## src/include/epiu_params.svh

```systemverilog
`ifndef EPIU_PARAMS_SVH
`define EPIU_PARAMS_SVH

// ------------------------------------------------------------
// Register offsets
// ------------------------------------------------------------
`define EPIU_ADDR_W 8
`define EPIU_DATA_W 8
`define EPIU_OFS_PIN_CHANGE_MASK 8'h10
`define EPIU_OFS_PIN_CHANGE_FLAG 8'h11
`define EPIU_OFS_PIN_CHANGE_CONTROL 8'h12
`define EPIU_OFS_EXT_IRQ_MASK 8'h13
`define EPIU_OFS_EXT_IRQ_FLAG 8'h14
`define EPIU_OFS_EXT_IRQ_SENSE_CONTROL 8'h15

// ------------------------------------------------------------
// Reset values
// ------------------------------------------------------------
`define EPIU_RST_PIN_CHANGE_MASK 4'h0
`define EPIU_RST_PIN_CHANGE_CONTROL 1'b0
`define EPIU_RST_EXT_IRQ_MASK 1'b0
`define EPIU_RST_SENSE 2'h0
`define EPIU_RST_RDATA 8'h00

// ------------------------------------------------------------
// Field positions
// ------------------------------------------------------------
`define EPIU_BIT_EXT_PIN_IRQ 0
`define EPIU_BIT_EXT_PIN_PENDING 0
`define EPIU_BIT_GROUP_ENABLE 0
`define EPIU_BIT_PIN_CHANGE_PENDING 0
`define EPIU_SENSE_MSB 1
`define EPIU_SENSE_LSB 0
`define EPIU_MASK_MSB 3
`define EPIU_MASK_LSB 0

// ------------------------------------------------------------
// Pins and vectors
// ------------------------------------------------------------
`define EPIU_NUM_CHANGE 4
`define EPIU_NUM_PINS 5
`define EPIU_EXT_IDX 4
`define EPIU_VEC_W 4
`define EPIU_VEC_NONE 4'h0
`define EPIU_VEC_EXT 4'h1
`define EPIU_VEC_PIN_CHANGE 4'h2
`define EPIU_SYNC_PRIME 3

`endif

```

## src/include/epiu_pkg.sv

```systemverilog
`default_nettype none
`include "epiu_params.svh"

package epiu_pkg;

    typedef logic [`EPIU_ADDR_W-1:0] epiu_addr_t;
    typedef logic [`EPIU_DATA_W-1:0] epiu_data_t;
    typedef logic [`EPIU_VEC_W-1:0] epiu_vec_t;
    typedef logic [`EPIU_NUM_PINS-1:0] epiu_pins_t;
    typedef logic [`EPIU_NUM_CHANGE-1:0] epiu_change_t;

    // Sense select encodings as held in the register field
    typedef enum logic [1:0] {
        EPIU_SENSE_LOW = 2'h0,
        EPIU_SENSE_ANY = 2'h1,
        EPIU_SENSE_FALL = 2'h2,
        EPIU_SENSE_RISE = 2'h3
    } epiu_sense_e;

    typedef struct packed {
        epiu_pins_t first;
        epiu_pins_t second;
        epiu_pins_t prev;
        logic [`EPIU_SYNC_PRIME-1:0] primed;
    } epiu_sync_s;

    typedef struct packed {
        logic request;
        epiu_vec_t vector;
    } epiu_arb_s;

    typedef struct packed {
        epiu_change_t pc_mask;
        logic pc_group_en;
        logic ext_mask;
        epiu_sense_e sense;
        logic ext_pending;
        logic pc_pending;
        epiu_data_t rdata;
    } epiu_regs_s;

endpackage

`default_nettype wire
```

## src/include/epiu_pin_if.sv

```systemverilog
`default_nettype none

interface epiu_pin_if;
    import epiu_pkg::*;

    epiu_pins_t level;
    logic ext_rise;
    logic ext_fall;
    epiu_change_t change;

    modport src (output level, output ext_rise, output ext_fall, output change);
    modport dst (input level, input ext_rise, input ext_fall, input change);
endinterface

`default_nettype wire

```

## src/design/epiu_pin_sync.sv

```systemverilog
`default_nettype none
`include "epiu_params.svh"

module epiu_pin_sync (
    input wire logic ref_clk,
    input wire logic reset,
    input wire epiu_pkg::epiu_pins_t pins,
    epiu_pin_if.src evt
);
    import epiu_pkg::*;

    epiu_sync_s st;
    epiu_sync_s next_st;
    logic ready;

    // ------------------------------------------------------------
    // Two-stage sampler, then edge compare on settled samples
    // ------------------------------------------------------------
    always_comb begin
        next_st = st;
        next_st.first = pins;
        next_st.second = st.first;
        next_st.prev = st.second;
        next_st.primed = {st.primed[`EPIU_SYNC_PRIME-2:0], 1'b1};
    end

    always_ff @(posedge ref_clk or posedge reset) begin
        if (reset) begin
            st <= '0;
        end else begin
            st <= next_st;
        end
    end

    // No edges until both compare stages hold real samples
    assign ready = st.primed[`EPIU_SYNC_PRIME-1];
    assign evt.level = st.second;
    assign evt.ext_rise = ready & st.second[`EPIU_EXT_IDX] & ~st.prev[`EPIU_EXT_IDX];
    assign evt.ext_fall = ready & ~st.second[`EPIU_EXT_IDX] & st.prev[`EPIU_EXT_IDX];
    assign evt.change = ready ? (st.second[`EPIU_NUM_CHANGE-1:0] ^ st.prev[`EPIU_NUM_CHANGE-1:0]) : '0;

endmodule

`default_nettype wire

```

## src/design/epiu_top.sv

```systemverilog
// Functional notes
// - Sense field picks low, any, fall, rise
// - External request needs global and mask enables
// - Pin sampled first; pulses over one clock caught
// - Pins trigger even when driven as outputs
// - Triggering edge sets external pending flag
// - Pending and enabled external flag vectors core
// - Flags clear on entry or written one
// - Low-level mode reads external flag as zero
// - Group enable lets masked pins interrupt
// - Enabled pin change sets flag and vectors
// - Mask bits 3:0 enable each change pin
// - Pin-change wake works without clock
// - Low level wakes asynchronously; edges need clock
// - External vector 0x001, pin change 0x002
`default_nettype none
`include "epiu_params.svh"

module epiu_top (
    input wire logic ref_clk,
    input wire logic reset,
    input wire epiu_pkg::epiu_addr_t reg_addr,
    input wire epiu_pkg::epiu_data_t reg_wdata,
    input wire logic reg_write,
    input wire logic reg_read,
    output epiu_pkg::epiu_data_t reg_rdata,
    input wire logic ext_pin_irq,
    input wire epiu_pkg::epiu_change_t change_pin,
    input wire logic core_status_gie,
    input wire logic irq_ack,
    output logic irq_request,
    output epiu_pkg::epiu_vec_t irq_vector,
    output logic ext_wake,
    output logic pin_change_wake
);
    import epiu_pkg::*;

    epiu_regs_s st;
    epiu_regs_s next_st;
    epiu_pin_if pin_evt ();

    logic ext_trigger;
    logic pc_trigger;
    logic ext_req;
    logic pc_req;
    logic ack_ext;
    logic ack_pc;
    logic clr_ext;
    logic clr_pc;
    logic level_mode;

    // ------------------------------------------------------------
    // Helpers
    // ------------------------------------------------------------
    function automatic logic reg_hit(input epiu_addr_t addr, input epiu_addr_t ofs, input logic stb);
        reg_hit = stb && (addr == ofs);
    endfunction

    function automatic logic flag_next(input logic cur, input logic set, input logic clr);
        // A set in the same cycle as a clear wins
        flag_next = set | (cur & ~clr);
    endfunction

    // ------------------------------------------------------------
    // Pin sampling
    // ------------------------------------------------------------
    // Pad levels are read regardless of pin direction
    epiu_pin_sync u_sync (
        .ref_clk(ref_clk),
        .reset(reset),
        .pins({ext_pin_irq, change_pin}),
        .evt(pin_evt.src)
    );

    // ------------------------------------------------------------
    // Trigger detection
    // ------------------------------------------------------------
    assign level_mode = (st.sense == EPIU_SENSE_LOW);

    always_comb begin
        case (st.sense)
            EPIU_SENSE_LOW: ext_trigger = 1'b0;
            EPIU_SENSE_ANY: ext_trigger = pin_evt.ext_rise | pin_evt.ext_fall;
            EPIU_SENSE_FALL: ext_trigger = pin_evt.ext_fall;
            EPIU_SENSE_RISE: ext_trigger = pin_evt.ext_rise;
            default: ext_trigger = 1'b0;
        endcase
    end

    assign pc_trigger = |(pin_evt.change & st.pc_mask);

    // ------------------------------------------------------------
    // Requests toward the core
    // ------------------------------------------------------------
    always_comb begin
        if (level_mode) begin
            ext_req = ~pin_evt.level[`EPIU_EXT_IDX] & st.ext_mask & core_status_gie;
        end else begin
            ext_req = st.ext_pending & st.ext_mask & core_status_gie;
        end
    end

    assign pc_req = st.pc_pending & st.pc_group_en & core_status_gie;

    epiu_vector_arb u_arb (
        .ref_clk(ref_clk),
        .reset(reset),
        .ext_req(ext_req),
        .pc_req(pc_req),
        .irq_ack(irq_ack),
        .irq_request(irq_request),
        .irq_vector(irq_vector)
    );

    // Acknowledge clears the flag of the vector being presented
    assign ack_ext = irq_ack && irq_request && (irq_vector == `EPIU_VEC_EXT);
    assign ack_pc = irq_ack && irq_request && (irq_vector == `EPIU_VEC_PIN_CHANGE);

    assign clr_ext = ack_ext |
        (reg_hit(reg_addr, `EPIU_OFS_EXT_IRQ_FLAG, reg_write) & reg_wdata[`EPIU_BIT_EXT_PIN_PENDING]);
    assign clr_pc = ack_pc |
        (reg_hit(reg_addr, `EPIU_OFS_PIN_CHANGE_FLAG, reg_write) & reg_wdata[`EPIU_BIT_PIN_CHANGE_PENDING]);

    // ------------------------------------------------------------
    // Asynchronous wake paths, usable with the clock stopped
    // ------------------------------------------------------------
    // Low level wakes without a clock; edge modes need the clock
    assign ext_wake = level_mode & st.ext_mask & ~ext_pin_irq;
    // Raw pins compared to the last settled sample
    assign pin_change_wake = st.pc_group_en &
        (|((change_pin ^ pin_evt.level[`EPIU_NUM_CHANGE-1:0]) & st.pc_mask));

    // ------------------------------------------------------------
    // Register file and flags
    // ------------------------------------------------------------
    always_comb begin
        next_st = st;

        if (reg_hit(reg_addr, `EPIU_OFS_PIN_CHANGE_MASK, reg_write)) begin
            next_st.pc_mask = reg_wdata[`EPIU_MASK_MSB:`EPIU_MASK_LSB];
        end
        if (reg_hit(reg_addr, `EPIU_OFS_PIN_CHANGE_CONTROL, reg_write)) begin
            next_st.pc_group_en = reg_wdata[`EPIU_BIT_GROUP_ENABLE];
        end
        if (reg_hit(reg_addr, `EPIU_OFS_EXT_IRQ_MASK, reg_write)) begin
            next_st.ext_mask = reg_wdata[`EPIU_BIT_EXT_PIN_IRQ];
        end
        if (reg_hit(reg_addr, `EPIU_OFS_EXT_IRQ_SENSE_CONTROL, reg_write)) begin
            next_st.sense = epiu_sense_e'(reg_wdata[`EPIU_SENSE_MSB:`EPIU_SENSE_LSB]);
        end

        if (level_mode) begin
            next_st.ext_pending = 1'b0;
        end else begin
            next_st.ext_pending = flag_next(st.ext_pending, ext_trigger, clr_ext);
        end
        next_st.pc_pending = flag_next(st.pc_pending, pc_trigger, clr_pc);

        next_st.rdata = '0;
        if (reg_read) begin
            case (reg_addr)
                `EPIU_OFS_PIN_CHANGE_MASK: next_st.rdata = {4'h0, st.pc_mask};
                `EPIU_OFS_PIN_CHANGE_FLAG: next_st.rdata = {7'h00, st.pc_pending};
                `EPIU_OFS_PIN_CHANGE_CONTROL: next_st.rdata = {7'h00, st.pc_group_en};
                `EPIU_OFS_EXT_IRQ_MASK: next_st.rdata = {7'h00, st.ext_mask};
                `EPIU_OFS_EXT_IRQ_FLAG: next_st.rdata = {7'h00, st.ext_pending & ~level_mode};
                `EPIU_OFS_EXT_IRQ_SENSE_CONTROL: next_st.rdata = {6'h00, st.sense};
                default: next_st.rdata = '0;
            endcase
        end
    end

    always_ff @(posedge ref_clk or posedge reset) begin
        if (reset) begin
            st.pc_mask <= `EPIU_RST_PIN_CHANGE_MASK;
            st.pc_group_en <= `EPIU_RST_PIN_CHANGE_CONTROL;
            st.ext_mask <= `EPIU_RST_EXT_IRQ_MASK;
            st.sense <= EPIU_SENSE_LOW;
            st.ext_pending <= 1'b0;
            st.pc_pending <= 1'b0;
            st.rdata <= `EPIU_RST_RDATA;
        end else begin
            st <= next_st;
        end
    end

    assign reg_rdata = st.rdata;

endmodule

`default_nettype wire

```

## src/design/epiu_vector_arb.sv

```systemverilog
`default_nettype none
`include "epiu_params.svh"

module epiu_vector_arb (
    input wire logic ref_clk,
    input wire logic reset,
    input wire logic ext_req,
    input wire logic pc_req,
    input wire logic irq_ack,
    output logic irq_request,
    output epiu_pkg::epiu_vec_t irq_vector
);
    import epiu_pkg::*;

    epiu_arb_s st;
    epiu_arb_s next_st;

    // ------------------------------------------------------------
    // Fixed priority: lower vector address wins
    // ------------------------------------------------------------
    always_comb begin
        next_st = st;
        if (irq_ack) begin
            // Skip one cycle so a flag just cleared is not presented again
            next_st.request = 1'b0;
            next_st.vector = `EPIU_VEC_NONE;
        end else if (ext_req) begin
            next_st.request = 1'b1;
            next_st.vector = `EPIU_VEC_EXT;
        end else if (pc_req) begin
            next_st.request = 1'b1;
            next_st.vector = `EPIU_VEC_PIN_CHANGE;
        end else begin
            next_st.request = 1'b0;
            next_st.vector = `EPIU_VEC_NONE;
        end
    end

    always_ff @(posedge ref_clk or posedge reset) begin
        if (reset) begin
            st <= '0;
        end else begin
            st <= next_st;
        end
    end

    assign irq_request = st.request;
    assign irq_vector = st.vector;

endmodule

`default_nettype wire

```

## config.mk

```make
export PLATFORM = sky130hd
export DESIGN_NAME = epiu_top
export DESIGN_NICKNAME = d
export VERILOG_FILES = /design/src/include/epiu_pkg.sv /design/src/include/epiu_pin_if.sv /design/src/design/epiu_pin_sync.sv /design/src/design/epiu_top.sv /design/src/design/epiu_vector_arb.sv
export VERILOG_INCLUDE_DIRS = /design/src /design/src/include
export SDC_FILE = /design/constraint.sdc
export NUM_CORES = 1
export LEC_CHECK = 0
export ABC_AREA = 1
export BUFFER_PORTS_ARGS = -buffer_cell sky130_fd_sc_hd__buf_2
export CAP_MARGIN = 20
export CORE_MARGIN = 2
export CORE_UTILIZATION = 51
export CTS_CLUSTER_DIAMETER = 40
export DETAILED_ROUTE_END_ITERATION = 8
export PLACE_DENSITY_LB_ADDON = 0.05
export RECOVER_POWER = 25
export SETUP_SLACK_MARGIN = 0.1
export SYNTH_ARGS = -nofsm -noshare
export SYNTH_HDL_FRONTEND = slang
export SYNTH_SLANG_ARGS = --single-unit
```

## constraint.sdc

```tcl
create_clock -name ref_clk -period 1.8 [get_ports ref_clk]
set_input_delay 0.09 -clock ref_clk [delete_from_list [all_inputs] [get_ports ref_clk]]
set_output_delay 0.09 -clock ref_clk [all_outputs]
set_load 0.01 [all_outputs]
```

==> results of run 1 <==
==> power by group <==
group / internal, mW / switching (mW) / total (mW)
Clock: 0.230 / 0.241 / 0.471
Sequential: 0.832 / 0.0284 / 0.860
Combinational: 0.0932 / 0.125 / 0.218
==> Yosys cell counts <==
master	n	area, um2
a21oi_1	7	35.0
a31oi_1	2	12.5
buf_4	10	75.1
buf_6	1	11.3
conb_1	2	7.51
dfrtp_1	35	876
inv_1	16	60.1
inv_2	2	7.51
nand2_1	30	113
nand2_2	5	31.3
nand3_1	17	85.1
nand4_1	3	18.8
nor2_1	18	67.6
nor2_2	3	18.8
nor2_4	2	22.5
nor3_1	1	5.00
nor4_1	1	6.26
o2111ai_1	1	8.76
o21ai_0	13	65.1
o31ai_1	1	7.51
or2_2	2	12.5
xor2_1	1	8.76
==> state kept, by name, summed over array words and instances (netlist names) <==
signal	count
u_sync.st	5
u_sync.ready	1
u_arb.irq_request	1
u_sync.next_st	7
reg_rdata	4
u_sync.evt.level	5
u_arb.irq_vector	2
st	10
==> path summary, 6_finish.rpt <==
path	start	endpoint	slack (ns)	depth (start not counted)
min in group asynchronous	reset	u_sync.next_st[1]$_DFF_PP0_	0.37	4
setup reg to reg	st[10]$_DFFE_PP0P_	u_arb.irq_vector[0]$_DFF_PP0_	0.18	7
setup / recovery	st[10]$_DFFE_PP0P_	u_arb.irq_vector[0]$_DFF_PP0_	0.18	7
hold / removal	core_status_gie	u_arb.irq_request$_DFF_PP0_	0.03	3
max in group asynchronous	reset	u_sync.st[7]$_DFF_PP0_	1.12	4
hold reg to reg	u_sync.next_st[2]$_DFF_PP0_	u_sync.ready$_DFF_PP0_	0.35	0
==> repair_timing <==
| action | 4_1_cts | 5_1_grt |
|---|---|---|
| gates resized for setup | 0 | 3 |
| endpoints found under the hold margin | 47 | 0 |
| setup buffers | 0 | 5 |
| setup endpoints to repair | 0 | 1 |
| hold buffers | 11 | 0 |
==> metal layers <==
layer,vias to the layer above,GRT usage [%]
met5,-,0
met4,0,7.79
met3,6,5.90
met2,30,30.5
met1,568,23.8
li1,640,-
==> stage by stage <==
step	setup WS (ns)	util (%)	total power, mW	hold WS (ns)	std cells
6_report	0.177	64.2	1.55	0.0265	256
5_1_grt	0.0757	64.2	1.63	0.0185	256
4_1_cts	0.151	62.8	1.55	0.0132	251
3_5_place_dp	0.580	56.8	1.06	0.206	232
3_3_place_gp	0.619	56.8	1.05	0.193	232
2_1_floorplan	0.692	-	0.995	0.121	178
==> critical path: stages, from the launching register on <==
cell,delay [ns]
dfrtp_1,0.45
nor2_4,0.06
nor2_2,0.12
a21oi_1,0.06
nor2_1,0.13
nand2_1,0.08
nor2_1,0.11
dlygate4sd3_1,0.56
==> area by class of cell <==
class / instances / share of cell area (%)
multi-input combinational: 114 / 29.0
timing repair buffer: 48 / 15.9
tap: 33 / 2.16
clock buffer: 8 / 3.60
inverter: 18 / 3.53
sequential: 35 / 45.8
==> cells by family (layout without fill, tap and decap cells) <==
group	Yosys count	in the layout
and+or+nand+nor	82	82
DFF	35	35
buffers and inverters	29	74
AOI/OAI and AO/OA	24	24
other	2	7
xor gates and xnor gates	1	1
==> out/qor.yml, run 1 <==
run_status:
  status: "finished, final reports clean"
detailed_routing:
  wirelength_um: 2890
  route.top_layer_used: "met4"
  drc: 0
  drt-pass1-iter-count: 4
  wl_met2_um: 1380
  via_per_inst: 4.86
  drtIter0Drc: 35
  num_vias: 1244
  drtAntennaViolNets: 0
  wl_met1_um: 1320
  wl_met3_um: 139
  wl_per_cell_um: 11.3
floorplan:
  die_h_um: 59.2
  initial_core_util_pct: 52.2
  row_count: 20
  io_pins: 42
  coreArea_um2: 2980
  die_area_um2: 3510
  die_w_um: 59.2
place:
  place_hpwl_um: 2070
  gp_congestion: 0.766
  placed_area_um2: 1690
  io_buffers: 31
sta:
  setup_viol: 0
  timing.fmax_mhz: 616
  slew_violations: 0
  finalHoldViolCount: 0
  finalCritPeriodShare_pct: 90.2
  min_period_ns: 1.62
  rsz0062_at_grt: "false"
  clock_skew_ns: 0.00346
  setup_tns_ns: 0
finish:
  final_cell_mix: "dfrtp_1 (35), nand2_1 (30), buf_2 (26)"
  seq_area_um2: 876
  final_common_cell: "dfrtp_1"
  fillCellCount: 268
  antenna_cells: 0
  drive_above_1_share_pct: 24.7
  fin_area_um2: 1910
  multi_input_area_um2: 554
  area_growth_pct: 22.9
  nets: 249
critical_path:
  cp_max_fo: 4
  critPathKind: "register to register"
  cp-start-kind: "register"
  arrival_ns: 1.90
  required_ns: 2.08
  critPathCaptureType: "register"
job:
  maxCapViolations: 0
grt:
  overflow: 0
  antenna_found_initial: 0
  grt_max_degree: 36
  grt_pass1_wl_um: 4890
  grt_pass1_vias: 1165
  grtUsageTotal_pct: 19.0
clock_tree:
  cts_sinks: 35
  htree_levels: 2
  clk_pin_slew_worst_paths_ns: 0.10
  cts_root_buf: "clkbuf_4"
  cts_made_buffers: 5
  cts_tree: "done"
  insertion_delay_ns: 0.33
  cts_max_path_buffers: 2
synth:
  synth.yosys.seq_area_share_pct: 56.3
  synthAdderAreaFrac_pct: 0
  synth_compound_area_share_pct: 8.29
  synth.mux.area_fraction_pct: 0
  ys_ff_latch: 35
  postSynthAreaPerCell_um2: 8.99
  synthXorXnorAreaFrac_pct: 0.563
  postSynthCellCount: 173
  synthSimpleGateAreaFrac_pct: 24.5
  synth_area_um2: 1560
  synth_top_family_by_area: "simple AND/OR/NAND/NOR gates"
  ys_warn_count: 0
  synth_cell_type_count: 22
worst_hold_path:
  hold_class: "primary input to register"
power:
  leakagePower_nw: 0.965
  ir_drop_uv: 632
  power.density_nw_per_um2: 811
Note: power is estimated with default switching activity, not from simulation.
==> inputs of run 2 (changes only) <==
- PLACE_DENSITY: unset -> 0.88
- PLACE_DENSITY_LB_ADDON: 0.05 -> unset
==> out/qor.yml, run 2 (same netlist as run 1, synthesis figures left out) <==
clock_tree:
  htree_levels: 2  # unchanged
  cts_setup_buffers: 0  # unchanged
  clk_pin_slew_worst_paths_ns: 0.10  # about the same
  cts_tree: "done"
  cts_root_buf: "clkbuf_4"
  insertion_delay_ns: 0.34  # about the same
  cts_sinks: 35  # unchanged
  cts_max_path_buffers: 2  # unchanged
  cts_made_buffers: 5  # unchanged
floorplan:
  die_area_um2: 3510  # unchanged
  initial_core_util_pct: 52.2  # unchanged
  io_pins: 42  # unchanged
  row_count: 20  # unchanged
  die_h_um: 59.2  # unchanged
  die_w_um: 59.2  # unchanged
  coreArea_um2: 2980  # unchanged
grt:
  antenna_found_initial: 0  # unchanged
  overflow: 0  # unchanged
  grt_pass1_vias: 1228  # +5.4%
  grt_max_degree: 36  # unchanged
  grtUsageTotal_pct: 18.3  # -0.68 points
  grt_pass1_wl_um: 4680  # -4.2%
critical_path:
  required_ns: 1.71  # -0.37 ns
  cp-start-kind: "primary input"
  critPathKind: "primary input to output pin"
  cp-startpoint: "change_pin[2]"
  critPathCaptureType: "output pin"
  arrival_ns: 1.35  # -0.55 ns
  r2r_start: "u_sync.evt.level[1]$_DFF_PP0_"
  cp_max_fo: 3  # -1
detailed_routing:
  via_per_inst: 5.08  # +4.6%
  drtIter0Drc: 46  # +31%
  wirelength_um: 2760  # -4.4%
  drc: 0  # unchanged
  num_vias: 1276  # +2.6%
  drtAntennaViolNets: 0  # unchanged
  wl_per_cell_um: 11.0  # -2.5%
  drt-pass1-iter-count: 4  # unchanged
finish:
  nets: 244  # -2.0%
  final_cell_mix: "dfrtp_1 (35), nand2_1 (30), buf_2 (26)"
  antenna_cells: 0  # unchanged
  layout.cells.non_filler: 251  # -2.0%
  final_common_cell: "dfrtp_1"
  regMostFlops: "st"
  area_growth_pct: 21.0
  largest_reg_flops: 10  # unchanged
  drive_above_1_share_pct: 22.5  # -2.2 points
sta:
  setup_tns_ns: 0  # unchanged
  rsz0062_at_grt: "false"
  timing.fmax_mhz: 694  # +13%
  min_period_ns: 1.44  # -0.181 ns
  clock_skew_ns: 0.00954  # +0.00608 ns
  finalHoldViolCount: 0  # unchanged
  finalCritPeriodShare_pct: 80.1  # -10 points
  slew_violations: 0  # unchanged
  setup_viol: 0  # unchanged
power:
  ir_drop_uv: 608  # -3.7%
  leakagePower_nw: 0.948  # -1.7%
  power.density_nw_per_um2: 868  # +7.1%
place:
  placed_cells: 232  # unchanged
  gp_congestion: 0.851  # +11%
  io_buffers: 31  # unchanged
  place_hpwl_um: 1970  # -4.7%
job:
  maxCapViolations: 0  # unchanged
run_status:
  status: "finished, final reports clean"
worst_hold_path:
  min-delay-start: "reg_read"
  hold_class: "primary input to register"
-- run 2: changes by cell type in the layout (fill, tap and decap cells not counted), sizes merged --
cell / before / now
buf: 32 / 27
bufinv: 0 / 1
clkbuf: 13 / 11
clkinv: 0 / 1
-- run 2: worst paths after layout --
path	endpoint	slack (ns)	depth (start not counted)
max in group asynchronous	u_arb.irq_vector[0]$_DFF_PP0_	1.11	4
min	reg_rdata[2]$_DFF_PP0_	0.03	3
max reg2reg	st[8]$_DFF_PP0_	0.60	5
min reg2reg	u_sync.ready$_DFF_PP0_	0.36	0
max	pin_change_wake	0.36	9
min in group asynchronous	u_sync.evt.level[0]$_DFF_PP0_	0.39	4
-- run 2: cell type report --
cell class | count | area (um2)
clock buffers | 6 | 51.3
clock inverters | 2 | 35.0
fillers | 255 | 1100
inverters | 18 | 67.6
multi-input cells | 114 | 544
flip-flops and latches | 35 | 876
well taps | 33 | 41.3
repair buffers | 43 | 267
-- run 2: worst max-delay path: stages --
cell           delay, ns
dlygate4sd3_1       0.52
clkbuf_1            0.13
nor2_1              0.06
nor2_1              0.09
nand2_1             0.06
o21ai_0             0.07
inv_1               0.05
a31oi_1             0.12
buf_2               0.15
-- run 2: what timing repair did --
item / 4_1_cts / 5_1_grt
hold endpoints to repair: 47 / 0
gates resized for setup: 0 / 0
hold buffers: 11 / 0
-- run 2: per-stage QoR --
step	util (%)	power (mW)	setup slack [ns]	hold WS, ns	cell area, um2
3_3_place_gp	56.8	1.05	0.636	0.198	1690
4_1_cts	63.4	1.66	0.339	0.0169	1890
2_1_floorplan	-	0.995	0.692	0.121	1570
3_5_place_dp	56.8	1.06	0.610	0.214	1690
6_report	63.2	1.63	0.358	0.0321	1880
5_1_grt	63.2	1.71	0.230	0.0254	1880
-- run 2: power by group --
| group | switching [mW] | internal (mW) | total [mW] | leakage [nW] |
|---|---|---|---|---|
| logic | 0.118 | 0.0807 | 0.199 | 0.488 |
| clock network | 0.247 | 0.328 | 0.575 | 0.0482 |
| registers | 0.0280 | 0.832 | 0.860 | 0.412 |
-- run 2: metal layers --
| layer | wire [um] | GRT usage, % | vias up | part of all wire, % |
|---|---|---|---|---|
| met1 | 1230 | 20.7 | 584 | 44 |
| met4 | 106 | 10.7 | 0 | 3.8 |
| met2 | 1290 | 29.8 | 46 | 47 |
| met5 | 0 | 0 | - | 0 |
| met3 | 136 | 6.33 | 13 | 4.9 |
| li1 | - | - | 633 | - |
==> inputs of run 3 (changes only) <==
- clock period: 1.8 -> 1.49 ns (I/O delays scaled with it)
==> out/qor.yml, run 3 (same netlist as run 1, synthesis figures left out) <==
critical_path:
  critPathTopFamily: "flip-flops"
  critPathBufInv: 2  # -2
  r2r_start: "st[11]$_DFFE_PP0P_"
  cp_max_fo: 4  # +1
  arrival_ns: 1.31  # -0.04 ns
  r2r_cells: 7  # +2
  rrSetupSlack_ns: 0.23  # -0.37 ns
  cp_common_cell: "nand2_1"
  crit_chain: "nand2_1 -> nand2_1 -> o21ai_1 -> inv_1 -> a31oi_1 -> buf_2"
  required_ns: 1.42  # -0.29 ns
  critPathSlowestCell: "dfrtp_1"
  critPathCaptureType: "output pin"
  cp-start-kind: "register"
  r2r-end: "u_arb.irq_request$_DFF_PP0_"
  critPathKind: "register to output pin"
  slowest_delay_ns: 0.42  # -0.10 ns
power:
  power.density_nw_per_um2: 981  # +13%
  leakagePower_nw: 0.958  # +1.1%
  ir_drop_uv: 644  # +5.9%
finish:
  nets: 248  # +1.6%
  fin_area_um2: 1900  # +1.1%
  regMostFlops: "st"
  final_cell_mix: "dfrtp_1 (34), nand2_1 (30), buf_2 (28)"
  drive_above_1_share_pct: 25.7  # +3.2 points
  seq_area_um2: 877  # +0.14%
  largest_reg_flops: 10  # unchanged
  antenna_cells: 0  # unchanged
  fillCellCount: 266  # +4.3%
  final_common_cell: "dfrtp_1"
  multi_input_area_um2: 553  # +1.6%
  area_growth_pct: 22.4
worst_hold_path:
  hold_depth: 3  # unchanged
  hold_class: "primary input to register"
  min-delay-start: "reg_read"
  hold_end: "reg_rdata[2]$_DFF_PP0_"
grt:
  grt_max_degree: 36  # unchanged
  grt_pass1_vias: 1225  # -0.24%
  overflow: 0  # unchanged
  antenna_found_initial: 0  # unchanged
  grt_pass1_wl_um: 4830  # +3.2%
  grtUsageTotal_pct: 19.3  # +0.99 points
  met3_usage_pct: 5.68  # -0.66 points
  top_usage_layer: "met2"
  use_met2_pct: 31.6  # +1.7 points
  grt_util_met1_pct: 21.4  # +0.78 points
detailed_routing:
  drc: 0  # unchanged
  num_vias: 1286  # +0.78%
  wl_per_cell_um: 11.5  # +5.0%
  drt-pass1-iter-count: 4  # unchanged
  via_per_inst: 5.04  # -0.80%
  drtIter0Drc: 28  # -39%
  drtAntennaViolNets: 0  # unchanged
  wirelength_um: 2950  # +6.7%
place:
  placed_area_um2: 1690  # unchanged
  gp_congestion: 0.871  # +2.3%
  preCtsSetupSlack_ns: 0.283  # -0.327 ns
  place_hpwl_um: 2030  # +3.1%
  io_buffers: 31  # unchanged
run_status:
  status: "finished, final reports clean"
sta:
  finalCritPeriodShare_pct: 93.0
  clock_skew_ns: 0.0126  # +0.00307 ns
  holdWs_ns: 0.00865  # -0.0235 ns
  setup_viol: 0  # unchanged
  timing.fmax_mhz: 722
  setup_ws_ns: 0.104  # -0.254 ns
  min_period_ns: 1.39
  slew_violations: 0  # unchanged
  rsz0062_at_grt: "true"
  setup_tns_ns: 0  # unchanged
  finalHoldViolCount: 0  # unchanged
floorplan:
  die_w_um: 59.2  # unchanged
  initial_core_util_pct: 52.2  # unchanged
  io_pins: 42  # unchanged
  row_count: 20  # unchanged
  die_area_um2: 3510  # unchanged
  coreArea_um2: 2980  # unchanged
  die_h_um: 59.2  # unchanged
clock_tree:
  htree_levels: 2  # unchanged
  cts_root_buf: "clkbuf_4"
  cts_tree: "done"
  insertion_delay_ns: 0.35  # about the same
  cts_max_path_buffers: 2  # unchanged
  cts_sinks: 35  # unchanged
  cts_made_buffers: 5  # unchanged
  clk_pin_slew_worst_paths_ns: 0.10  # about the same
job:
  maxCapViolations: 0  # unchanged
[run 3: cell type report]
cell class	instances	share of cell area (%)
repair buffers	47	15.5
well taps	33	2.17
multi-input cells	114	29.1
flip-flops and latches	35	46.1
inverters	18	3.55
clock buffers	8	3.62
[run 3: per-stage QoR]
step           util [%]  instances  power [mW]
6_report           63.9        255        1.87
4_1_cts            63.3        253        1.88
3_3_place_gp       56.8        232        1.27
5_1_grt            63.9        255        1.96
2_1_floorplan         -        178        1.20
3_5_place_dp       56.8        232        1.28
[run 3: worst max-delay path by stage]
| stage | slack, ns | depth (start not counted) | start | to |
|---|---|---|---|---|
| 2_1_floorplan | 0.38 | 5 | u_sync.evt.level[0]$_DFF_PP0_ | st[8]$_DFF_PP0_ |
| 3_3_place_gp | 0.33 | 5 | u_sync.evt.level[1]$_DFF_PP0_ | st[8]$_DFF_PP0_ |
| 3_5_place_dp | 0.28 | 5 | u_sync.evt.level[1]$_DFF_PP0_ | st[8]$_DFF_PP0_ |
| 4_1_cts | 0.08 | 6 | u_sync.evt.level[1]$_DFF_PP0_ | pin_change_wake |
| 5_1_grt | -0.02 | 6 | u_sync.evt.level[1]$_DFF_PP0_ | pin_change_wake |
| 6_report | 0.10 | 6 | u_sync.evt.level[1]$_DFF_PP0_ | pin_change_wake |
[run 3: worst reg2reg max path: cells and delay by family (launching register included)]
family	cells	cell delay [ns]
compound gates	2	0.18
flops	1	0.45
buf+inv	1	0.15
simple gates	4	0.39
[run 3: power breakdown]
part / internal (mW) / switching [mW] / total (mW) / leakage (nW)
Combinational: 0.105 / 0.149 / 0.254 / 0.509
Clock: 0.277 / 0.296 / 0.573 / 0.0386
Sequential: 1.01 / 0.0335 / 1.04 / 0.411
[run 3: routing by layer]
layer | wire length, um | vias to the layer above
li1 | - | 639
met1 | 1300 | 596
met2 | 1410 | 39
met3 | 138 | 12
met4 | 96 | 0
met5 | 0 | -
[run 3: repair_timing]
action	CTS	global route
setup endpoints to repair	1	2
buffers inserted	2	2
hold buffers	11	0
hold endpoints to repair	47	0
gates resized for setup	1	4
